==> config.mk <==
export PLATFORM = sky130hd
export DESIGN_NAME = dvm_top
export DESIGN_NICKNAME = d
export VERILOG_FILES = /design/src/dvm_pkg.sv /design/src/dvm_top.sv
export SDC_FILE = /design/constraint.sdc
export NUM_CORES = 2
export LEC_CHECK = 0
export BUFFER_PORTS_ARGS = -buffer_cell sky130_fd_sc_hd__buf_2
export CAP_MARGIN = 20
export CORE_UTILIZATION = 30
export DETAILED_ROUTE_END_ITERATION = 10
export PLACE_DENSITY = 0.51
export SETUP_SLACK_MARGIN = 0.3
export SKIP_LAST_GASP = 1
export SYNTH_ARGS = -nofsm -noshare
export SYNTH_HDL_FRONTEND = slang
export SYNTH_SLANG_ARGS = --single-unit
==> constraint.sdc <==
create_clock -name sys_clk -period 20.9 [get_ports sys_clk]
set_clock_uncertainty 0.1 [all_clocks]
set_input_delay 2.09 -clock sys_clk [delete_from_list [all_inputs] [get_ports sys_clk]]
set_output_delay 2.09 -clock sys_clk [all_outputs]
set_load 0.01 [all_outputs]
==> src/dvm_pkg.sv <==
/*
 * Constants, field layout and carrier types of the DAC digital volume and mute stage.
 * Assumes one system clock. Samples arrive as signed two's complement words.
 */
package dvm_pkg;
   // =========================================================
   // Register offsets and reset values
   localparam logic [7:0] ADDR_MUTE_LINK  = 8'h40;
   localparam logic [7:0] ADDR_LEFT_GAIN  = 8'h41;
   localparam logic [7:0] ADDR_RIGHT_GAIN = 8'h42;
   localparam logic [7:0] RST_MUTE_LINK   = 8'h0C;
   localparam logic [7:0] RST_GAIN        = 8'h00;
   localparam logic [7:0] RDATA_UNMAPPED  = 8'h00;

   // =========================================================
   // Field positions in the mute and link register
   localparam int MUTE_L_BIT = 3;
   localparam int MUTE_R_BIT = 2;
   localparam int LINK_LSB   = 0;

   localparam logic [1:0] LINK_INDEP_A = 2'h0;
   localparam logic [1:0] LINK_R_TO_L  = 2'h1;
   localparam logic [1:0] LINK_L_TO_R  = 2'h2;
   localparam logic [1:0] LINK_INDEP_B = 2'h3;

   localparam logic [1:0] STEP_EVERY  = 2'h0;
   localparam logic [1:0] STEP_SECOND = 2'h1;
   localparam logic [1:0] STEP_NONE   = 2'h2;

   // =========================================================
   // Gain code range in half-dB steps
   localparam logic signed [7:0] GAIN_MAX   = 8'sh30;
   localparam logic signed [7:0] GAIN_MIN   = 8'sh81;
   localparam logic signed [8:0] GAIN_TOP9  = 9'sh030;
   localparam logic [7:0]        STEPS_OCT  = 8'h0C;
   localparam int                UNITY_SHR  = 11;
   localparam int                SAMPLE_W   = 24;

   typedef struct packed {
      logic signed [SAMPLE_W-1:0] left;
      logic signed [SAMPLE_W-1:0] right;
   } dvm_pair_s;

   typedef struct packed {
      logic [7:0]        ctrl;
      logic signed [7:0] gain_l;
      logic signed [7:0] gain_r;
      logic signed [7:0] cur_l;
      logic signed [7:0] cur_r;
      logic              skip;
      dvm_pair_s         out;
      logic              out_valid;
      logic [7:0]        rdata;
   } dvm_state_s;

   // Fraction 2^(-r/12) in Q15, one entry per half-dB step within 6 dB
   function automatic logic [15:0] frac_q15(input logic [7:0] r);
      unique case (r)
         8'h00: frac_q15 = 16'h8000;
         8'h01: frac_q15 = 16'h78D1;
         8'h02: frac_q15 = 16'h7209;
         8'h03: frac_q15 = 16'h6BA2;
         8'h04: frac_q15 = 16'h6598;
         8'h05: frac_q15 = 16'h5FE4;
         8'h06: frac_q15 = 16'h5A82;
         8'h07: frac_q15 = 16'h556E;
         8'h08: frac_q15 = 16'h50A3;
         8'h09: frac_q15 = 16'h4C1C;
         8'h0A: frac_q15 = 16'h47D6;
         default: frac_q15 = 16'h43CE;
      endcase
   endfunction : frac_q15
endpackage : dvm_pkg

==> src/dvm_top.sv <==
/*
 * Digital volume, soft-step and mute stage for a stereo DAC sample stream.
 * Assumes samples and register strobes come from logic on sys_clk; step mode and
 * compressor enables are driven by neighbouring register logic on the same clock.
 */
// What this block does
// RL1: Host writes zeros to upper control bits.
// RL2: Left mute bit D3 silences left.
// RL3: Right mute bit D2 silences right.
// RL4: Link 00 or 11 keeps gains independent.
// RL5: Link 01 applies right gain to left.
// RL6: Link 10 applies left gain to right.
// RL7: Compressor active forces independent gains.
// RL8: Left gain signed half-dB, +24 to -63.5.
// RL9: Code zero is unity, FF is -0.5 dB.
// RL10: Right gain uses the same encoding.
// RL11: Host avoids unsupported gain codes.
// RL12: Soft step per one, two samples, or immediate.
// RL13: Per-channel compressor enables from D6, D5.
// RL14: Muted channel outputs zeros, gains kept.
`timescale 1ns/1ps
module dvm_top (
   input  wire logic               sys_clk,       // System clock, 50 MHz
   input  wire logic               srst,          // Synchronous reset, active high
   input  wire logic               reg_wr_en,     // Register write strobe
   input  wire logic               reg_rd_en,     // Register read strobe
   input  wire logic [7:0]         reg_addr,      // Register offset
   input  wire logic [7:0]         reg_wdata,     // Register write data
   output logic      [7:0]         reg_rdata,     // Register read data
   input  wire logic [1:0]         step_mode,     // Soft-step selection
   input  wire logic               drc_en_l,      // Compressor active, left
   input  wire logic               drc_en_r,      // Compressor active, right
   input  wire logic               in_valid,      // Sample pair strobe
   input  wire dvm_pkg::dvm_pair_s in_sample,     // Sample pair in
   output logic                    out_valid,     // Sample pair out strobe
   output dvm_pkg::dvm_pair_s      out_sample     // Scaled sample pair
);

   // =========================================================
   // Helpers
   function automatic logic signed [7:0] clamp_code(input logic signed [7:0] g);
      // Unsupported codes are pinned to the nearest legal end
      if (g > dvm_pkg::GAIN_MAX) begin
         clamp_code = dvm_pkg::GAIN_MAX;
      end else if (g < dvm_pkg::GAIN_MIN) begin
         clamp_code = dvm_pkg::GAIN_MIN;
      end else begin
         clamp_code = g;
      end
   endfunction : clamp_code

   function automatic logic signed [dvm_pkg::SAMPLE_W-1:0] apply_gain(
      input logic signed [dvm_pkg::SAMPLE_W-1:0] s,
      input logic signed [7:0]                   g);
      logic signed [8:0]                    att;
      logic [7:0]                           oct;
      logic [7:0]                           rem;
      logic signed [dvm_pkg::SAMPLE_W+16:0] prod;
      logic signed [dvm_pkg::SAMPLE_W+16:0] lim_hi;
      logic signed [dvm_pkg::SAMPLE_W+16:0] lim_lo;
      // Attenuation from the +24 dB top, in half-dB steps
      att    = dvm_pkg::GAIN_TOP9 - 9'(signed'(clamp_code(g))); // RL8 RL10
      oct    = 8'(att[7:0] / dvm_pkg::STEPS_OCT);
      rem    = 8'(att[7:0] % dvm_pkg::STEPS_OCT);
      prod   = (s * $signed({1'b0, dvm_pkg::frac_q15(rem)})) >>> (dvm_pkg::UNITY_SHR + oct);
      lim_hi = (dvm_pkg::SAMPLE_W+17)'({1'b0, {(dvm_pkg::SAMPLE_W-1){1'b1}}});
      lim_lo = -lim_hi - 1;
      // Gain above unity can overflow; saturate rather than wrap
      if (prod > lim_hi) begin
         apply_gain = lim_hi[dvm_pkg::SAMPLE_W-1:0];
      end else if (prod < lim_lo) begin
         apply_gain = lim_lo[dvm_pkg::SAMPLE_W-1:0];
      end else begin
         apply_gain = prod[dvm_pkg::SAMPLE_W-1:0];
      end
   endfunction : apply_gain

   function automatic logic signed [7:0] step_toward(
      input logic signed [7:0] cur,
      input logic signed [7:0] tgt);
      if (cur < tgt) begin
         step_toward = cur + 8'sh01;
      end else if (cur > tgt) begin
         step_toward = cur - 8'sh01;
      end else begin
         step_toward = cur;
      end
   endfunction : step_toward

   // =========================================================
   // State
   dvm_pkg::dvm_state_s state_reg;
   dvm_pkg::dvm_state_s state_next;
   logic [1:0]          link;
   logic signed [7:0]   tgt_l;
   logic signed [7:0]   tgt_r;
   logic                do_step;

   always_comb begin
      link = state_reg.ctrl[dvm_pkg::LINK_LSB +: 2];
      // Compressor forces independent gains on its channel
      tgt_l = state_reg.gain_l; // RL4
      tgt_r = state_reg.gain_r; // RL4
      if (link == dvm_pkg::LINK_R_TO_L && !drc_en_l) begin // RL7 RL13
         tgt_l = state_reg.gain_r; // RL5
      end
      if (link == dvm_pkg::LINK_L_TO_R && !drc_en_r) begin // RL7 RL13
         tgt_r = state_reg.gain_l; // RL6
      end
   end

   always_comb begin
      state_next           = state_reg;
      state_next.out_valid = 1'b0;
      do_step              = 1'b0;

      // Register writes; upper control bits are stored as written
      if (reg_wr_en) begin // RL1
         unique case (reg_addr)
            dvm_pkg::ADDR_MUTE_LINK:  state_next.ctrl   = reg_wdata;
            dvm_pkg::ADDR_LEFT_GAIN:  state_next.gain_l = reg_wdata;
            dvm_pkg::ADDR_RIGHT_GAIN: state_next.gain_r = reg_wdata;
            default: ;
         endcase
      end
      if (reg_rd_en) begin
         unique case (reg_addr)
            dvm_pkg::ADDR_MUTE_LINK:  state_next.rdata = state_reg.ctrl;
            dvm_pkg::ADDR_LEFT_GAIN:  state_next.rdata = state_reg.gain_l;
            dvm_pkg::ADDR_RIGHT_GAIN: state_next.rdata = state_reg.gain_r;
            default:                  state_next.rdata = dvm_pkg::RDATA_UNMAPPED;
         endcase
      end

      if (in_valid) begin
         // Gain keeps tracking while muted, so unmute resumes at the live gain
         unique case (step_mode) // RL12
            dvm_pkg::STEP_EVERY: begin
               do_step         = 1'b1;
               state_next.skip = 1'b0;
            end
            dvm_pkg::STEP_SECOND: begin
               do_step         = state_reg.skip;
               state_next.skip = !state_reg.skip;
            end
            default: begin
               // Reserved code treated as immediate
               state_next.cur_l = tgt_l;
               state_next.cur_r = tgt_r;
               state_next.skip  = 1'b0;
            end
         endcase
         if (do_step) begin
            state_next.cur_l = step_toward(state_reg.cur_l, tgt_l); // RL12
            state_next.cur_r = step_toward(state_reg.cur_r, tgt_r); // RL12
         end
         // Updated live gain scales this pair, so immediate mode takes effect at once
         state_next.out_valid  = 1'b1;
         state_next.out.left   = apply_gain(in_sample.left, state_next.cur_l);  // RL9
         state_next.out.right  = apply_gain(in_sample.right, state_next.cur_r); // RL9
         if (state_reg.ctrl[dvm_pkg::MUTE_L_BIT]) begin
            state_next.out.left = '0; // RL2 RL14
         end
         if (state_reg.ctrl[dvm_pkg::MUTE_R_BIT]) begin
            state_next.out.right = '0; // RL3 RL14
         end
      end
   end

   always_ff @(posedge sys_clk) begin
      if (srst) begin
         state_reg        <= '0;
         state_reg.ctrl   <= dvm_pkg::RST_MUTE_LINK;
         state_reg.gain_l <= dvm_pkg::RST_GAIN;
         state_reg.gain_r <= dvm_pkg::RST_GAIN;
         state_reg.cur_l  <= dvm_pkg::RST_GAIN;
         state_reg.cur_r  <= dvm_pkg::RST_GAIN;
      end else begin
         state_reg <= state_next;
      end
   end

   assign reg_rdata  = state_reg.rdata;
   assign out_valid  = state_reg.out_valid;
   assign out_sample = state_reg.out;
endmodule : dvm_top

* Word level (Yosys, flattened, before mapping)
Memories as Yosys holds them, arrays and structs flattened.
Cells that the tools add are included.
** Word-level totals
- Register bits :: 98
- Memory bits (read-only) :: 512
- Bits of input ports :: 73
- Output and inout bits :: 57
- Logic and storage cells :: 88
- Memories kept :: 2
** Memory list
- (name not given) :: words 16, width 16, rd ports 1, clocked after memory_dff 0, write ports 0, line dvm_pkg.sv:58 : unique case (r)
- (name not given) :: words 16, width 16, rd ports 1, clocked after memory_dff 0, write ports 0, line dvm_pkg.sv:58
** Cells by class
- Add/subtract/negate cells :: 8
- Multipliers :: 2
- Div/mod/pow operators :: 4
- Order comparisons :: 12
- Eq/ne operators :: 6
- Shifts and indexed selects :: 2
- Mux-type cells :: 30
- Reductions and logical operators :: 12
** Operators by type and width (count)
- 24-bit two-way mux :: 6
- 16-bit two-way mux :: 7
- 8-bit two-way mux :: 12
- 41-bit by 24-bit > comparator with 1-bit output, second input constant :: 2
- 41-bit by 24-bit less-than comparator with 1-bit output, second input constant :: 2
- 24-bit by 17-bit multiplier with 41-bit output :: 2
- 41-bit by 9-bit >>> shifter with 41-bit output :: 2
- 8-bit by 7-bit == test with 1-bit output, second input constant :: 3
- 8-bit one-hot mux with 3 select lines :: 1
- 4-bit by 8-bit adder with 9-bit output, first input constant :: 2
- 8-bit by 2-bit adder with 8-bit output, second input constant :: 2
- 8-bit by 4-bit divider with 8-bit output, second input constant :: 2
- 8-bit by 7-bit > comparator with 1-bit output, second input constant :: 2
- 8-bit > comparator :: 2
- 8-bit less-than comparator :: 2
- 8-bit less-than comparator, second input constant :: 2
- 8-bit by 4-bit remainder unit with 8-bit output, second input constant :: 2
- 7-bit by 8-bit subtractor with 8-bit output, first input constant :: 2
- 8-bit by 2-bit subtractor with 8-bit output, second input constant :: 2
- 4-bit logical NOT :: 2
- 2-bit AND reduction :: 3
- 2-bit by 1-bit == test with 1-bit output, second input constant :: 2
- 1-bit logical NOT :: 3
- 1-bit two-way mux :: 3
- other kinds (5) :: 6

* Longest topological paths before layout
- Word-level depth :: 23
- Mapped depth :: 69
- Mapped depth without buffers :: 61

* Worst setup path after synthesis
No wires, ideal clock.
- Kind :: input to register
- From :: in drc_en_l
- To :: reg state_reg, in the netlist out_sample[32]
- Setup time :: 122 ps
- Arrival time :: 17302 ps
- Data required time :: 20678 ps
- Slack :: 3377 ps
- Cell stages on the path :: 59
- Buffers on the path :: 8
- Cell sequence :: nor3b_1 -> buf_2 -> mux2i_1 -> ha_1 -> or3_1 -> a21oi_1 -> a41o_1 -> buf_6 -> mux2i_1 -> mux2i_1 -> nand4bb_1 -> nand2b_1 -> buf_2 -> o41ai_1 -> ha_1 -> clkbuf_1 -> or3_1 -> ha_1 -> [... 23 more ...] -> ha_1 -> a21oi_1 -> o21bai_1 -> a21o_1 -> a21oi_1 -> o21ai_0 -> a221o_1 -> a21oi_1 -> xor2_1 -> o2111ai_1 -> o21ai_1 -> a221o_1 -> or3b_1 -> or4_1 -> o41ai_1 -> a31oi_1 -> buf_2 -> a221o_1
** On the way
- Word-level cells in the longest chain between the ends :: 23
- Elaborated cells on any way between the ends :: 30
- Those cells by class :: add/sub (2); mul (1); div (2); order compare (6); shift (1); mux (14); reduce/logical (3); memory (1)
** Ends and longest elaborated chain
- from (decl) :: line dvm_top.sv:31 : input wire logic drc_en_l,
- 1-bit logical NOT (*) :: line dvm_top.sv:104 : if (link == dvm_pkg::LINK_R_TO_L && !drc_en_l) begin
- 1-bit logical AND (*) :: line dvm_top.sv:104
- 8-bit two-way mux (*) :: line dvm_top.sv:104
- 8-bit > comparator :: line dvm_top.sv:83 : end else if (cur > tgt) begin
- 8-bit two-way mux :: line dvm_top.sv:83
- 8-bit two-way mux :: line dvm_top.sv:81 : if (cur < tgt) begin
- 16-bit two-way mux (*) :: line dvm_top.sv:153 : if (do_step) begin
- 16-bit two-way mux (*) :: line dvm_top.sv:135 : if (in_valid) begin
- [... 7 more ...]
- 16-bit two-way mux :: line dvm_pkg.sv:58
- 16-bit two-way mux :: line dvm_top.sv:135
- 24-bit by 17-bit multiplier with 41-bit output :: line dvm_top.sv:65 : prod = (s * $signed({1'b0, dvm_pkg::frac_q15(rem)})) >>> (dvm_pkg::UNITY_SHR + oct);
- 41-bit by 9-bit >>> shifter with 41-bit output (*) :: line dvm_top.sv:65
- 41-bit by 24-bit less-than comparator with 1-bit output :: line dvm_top.sv:71 : end else if (prod < lim_lo) begin
- 24-bit two-way mux :: line dvm_top.sv:71
- 24-bit two-way mux (*) :: line dvm_top.sv:69 : if (prod > lim_hi) begin
- 24-bit two-way mux (*) :: line dvm_top.sv:161 : if (state_reg.ctrl[dvm_pkg::MUTE_L_BIT]) begin
- to (signal assigned) :: line dvm_top.sv:179 : state_reg <= state_next;
- to (decl) :: line dvm_top.sv:92 : dvm_pkg::dvm_state_s state_reg;
Mark *: on every way between the ends. The rest lies on a longest branch, timed or not. The select of a mux whose other input is x is not followed.
A chain may end at the register's enable or synchronous reset.

* Final worst setup path
- From :: in drc_en_r
- To :: reg state_reg, in the netlist out_sample[11]
** On the way
- Word-level cells in the longest chain between the ends :: 23
- Elaborated cells on any way between the ends :: 30
- Those cells by class :: add/sub (2); mul (1); div (2); order compare (6); shift (1); mux (14); reduce/logical (3); memory (1)
** Ends and longest elaborated chain
- from (decl) :: line dvm_top.sv:32 : input wire logic drc_en_r,
- 1-bit logical NOT (*) :: line dvm_top.sv:107 : if (link == dvm_pkg::LINK_L_TO_R && !drc_en_r) begin
- 1-bit logical AND (*) :: line dvm_top.sv:107
- 8-bit two-way mux (*) :: line dvm_top.sv:107
- 8-bit > comparator :: line dvm_top.sv:83
- 8-bit two-way mux :: line dvm_top.sv:83
- 8-bit two-way mux :: line dvm_top.sv:81
- 16-bit two-way mux (*) :: line dvm_top.sv:153
- 16-bit two-way mux (*) :: line dvm_top.sv:135
- [... 7 more ...]
- 16-bit two-way mux :: line dvm_pkg.sv:58
- 16-bit two-way mux :: line dvm_top.sv:135
- 24-bit by 17-bit multiplier with 41-bit output :: line dvm_top.sv:65
- 41-bit by 9-bit >>> shifter with 41-bit output (*) :: line dvm_top.sv:65
- 41-bit by 24-bit less-than comparator with 1-bit output :: line dvm_top.sv:71
- 24-bit two-way mux :: line dvm_top.sv:71
- 24-bit two-way mux (*) :: line dvm_top.sv:69
- 24-bit two-way mux (*) :: line dvm_top.sv:164 : if (state_reg.ctrl[dvm_pkg::MUTE_R_BIT]) begin
Marks and branches as above.

==> implementation parameters <==
Parameter                              Value

Synthesis
  Yosys warns    0
  Average cell area after synthesis    8.421 sq um
  Mapped Cells    4898
  Fraction of synthesized cell area in xor and xnor cells    2.439%
  Seq cells post-synth    98
  Simple-Gate Fraction of Synth Area    17.65%
  Synth Cell Area    41240 sq um
  Proportion of synthesized area in mux cells    6.938%
  Dominant cell type by area after synthesis    sky130_fd_sc_hd__fa_1
  Net count after synthesis    5963
  Complex-gate fraction of the synthesized area    12.52%
  Yosys top cell area share    36.60%
  Unique cell type count in the Yosys netlist    115
  Post-Synth Adder-Cell Area    43.82%
  Post-synthesis async set-or-reset flop share    0%
  Post-synthesis sequential area ratio    4.757%
  Dominant combinational cell family by area after synthesis    adder cells
  Number of synthesized flops with an enable pin    0
  Most frequently used flop master after synthesis    sky130_fd_sc_hd__dfxtp_1
  Top cells by area, synth    sky130_fd_sc_hd__fa_1 37%, sky130_fd_sc_hd__inv_1 8.2%, sky130_fd_sc_hd__ha_1 7.2%, sky130_fd_sc_hd__nand2_1 5.7%, sky130_fd_sc_hd__and2_1 5.1%

GRT
  Vias in the first global route    34940
  Total routing resource utilization after global routing    17.46%
  GR met2 Demand/Resource    30.48%
  Met1 Usage GRT    23.43%
  Largest net degree at the start of global routing    55
  Layer with the highest usage after global routing    met2
  Antenna violations before repair    1
  Global-route wire length before repair    196700 um
  Overflow left after global routing    0
  Global routing met3 resource utilization    1.590%

STA
  Normalized max-slew margin    32.19%
  Transition time at the pin with the least slew margin    1014 ps
  Maximum clock rate    51.79 MHz
  Sum Neg Setup Slack    0 ps
  Number of pins with negative max-slew slack in the final report    0
  Share of the clock period used by the worst path after layout    92.38%
  Unrepaired setup endpoints after global routing    false
  Final number of setup-violating endpoints    0
  Final critical delay including setup and external delays    19310 ps
  Number of failing hold endpoints at the final stage    0

Setup path
  Arrival time of data at the critical path endpoint    19450 ps
  R2R cell count    59
  Data required time of the worst path    21050 ps
  Cell with the biggest individual delay on the critical path    sky130_fd_sc_hd__mux4_2
  Max incr delay on CP    590 ps
  Startpoint of the worst setup timing path    drc_en_r
  Register-to-register setup slack    3040 ps
  Reg-to-reg endpoint    out_sample[11]
  Critical Path Start Type    input port
  Reg-to-reg startpoint    link[1]
  Endpoint type of the worst setup path    flop
  Crit path capture    out_sample[11]
  Top fanout value on the critical path    26
  Startpoint-to-endpoint class of the critical path    input port to flop
  Most common cell type on the critical path    sky130_fd_sc_hd__fa_1

Drt
  Drt initial violations    1977
  Wire length per cell    18.20 um
  Total routed wirelength    120000 um
  Via count    33160
  Post-detailed-route DRC marker count    0
  First drt pass iteration count    5
  Vias per cell    5.029
  DRT antenna net count    0

Clock network
  H-tree levels    3
  Clk Latency, worst-skew pair    360 ps
  Clock tree sinks    98
  Clock Tree Buf Depth    2
  Root buffer cell    sky130_fd_sc_hd__clkbuf_16
  Number of clock buffers inserted by TritonCTS    9
  Clock slew at reported path FFs    70 ps
  CTS tree    built

Worst hold path
  Hold Crit Class    flop to flop

Finish
  Post-route core utilization    32.16%
  Leading cell type in the layout, fill and taps excluded    sky130_fd_sc_hd__inv_1
  Flip-flop count of the largest register, all copies and words added    48
  Total Nets Final    5873
  Synthesis-to-layout area growth    6.016%
  Ratio of cells with drive above 1 in the final layout    7.897%
  Most frequent cells in the layout    899 x sky130_fd_sc_hd__inv_1, 754 x sky130_fd_sc_hd__fa_1, 624 x sky130_fd_sc_hd__nand2_1

Floorplan
  Starting density of the core    30.33%
  Die boundary height    372.8 um
  Area inside the core boundary    136000 sq um
  IO Pins    130
  Area of the die    139000 sq um
  Num rows    135
  Horizontal die dimension    372.8 um

Outcome
  Status    completed

Placed design
  Placer Congestion    0.8889
  Detail Placement HPWL    97360 um
  Count of port buffers added during placement    129

Job
  Number of max-cap violations    0
## final cells by class
type | instances | area [sq um]
sequential | 98 | 1962
timing repair buffer | 209 | 1267
tap | 1781 | 2228
inverter | 905 | 3400
clock inverter | 6 | 48.80
clock buffer | 9 | 225.2
antenna | 1 | 2.502
fill | 14460 | 92250
multi-input combinational | 3585 | 34590
## stage by stage
step	setup WS, ps	instance area (sq um)	hold WS, ps	instances
2_1_floorplan	3377	41240	341.3	4898
3_5_place_dp	662.1	43380	367.1	6575
3_3_place_gp	572.6	43380	367.0	6574
4_1_cts	985.6	43660	387.9	6590
5_1_grt	353.7	43720	399.6	6593
6_report	1593	43730	384.2	6594
## Yosys cell counts (all sizes together), types with 12 or more instances
library cell / n
ha: 238
clkbuf: 197
mux4: 24
a221o: 51
fa: 754
a21oi: 194
o211ai: 35
xor2: 31
buf: 114
mux2i: 194
nand2: 625
a31oi: 26
nor4: 16
o21bai: 19
o22ai: 14
and2: 341
nor3: 65
nand3: 77
o2111ai: 12
nor2: 220
o31ai: 12
or3: 12
a21o: 61
nor2b: 23
dfxtp: 98
nand4: 18
nand2b: 16
a211oi: 40
xnor2: 80
and3: 44
inv: 902
a211o: 12
mux2: 33
o21ai: 125
## logic make-up (layout without fill, tap and decap cells)
family,Yosys count,count (layout)
compound gates,731,732
mux,251,251
xor+xnor,111,111
flops,98,98
simple gates,1499,1499
other cells,0,1
buf+inv,1216,1129
fa+ha+maj,992,992
## per-layer routing
| layer | routed length (um) | up-vias |
|---|---|---|
| li1 | - | 15450 |
| met1 | 54550 | 16980 |
| met2 | 58720 | 640 |
| met3 | 4617 | 89 |
| met4 | 2143 | 0 |
| met5 | 0 | - |
## repair_timing
action,in CTS,in global routing
setup endpoints to repair,0,23
setup buffers,0,0
resized for setup,0,3
hold buffers,0,0
## worst max-delay path, delay by kind of cell
kind            cells  cell delay, ps
fa+ha+maj          10            4640
compound gates     27            7790
xor+xnor            1             190
simple gates       12            2210
mux                 2             980
buf+inv             8            1480
## worst min-delay path by stage
stage / start / to / slack, ps / depth (start not counted)
final: out_sample[27] / out_sample[27] / 380 / 1
after floorplan: out_sample[47] / out_sample[47] / 340 / 2
after detailed placement: out_sample[45] / out_sample[45] / 370 / 1
after CTS: out_sample[47] / out_sample[47] / 390 / 2
after global placement: out_sample[39] / out_sample[39] / 370 / 1
after global routing: out_sample[27] / out_sample[27] / 400 / 1
Power is not shown: default switching activity piles up to over one toggle a cycle in this logic, so the estimate is an artifact.
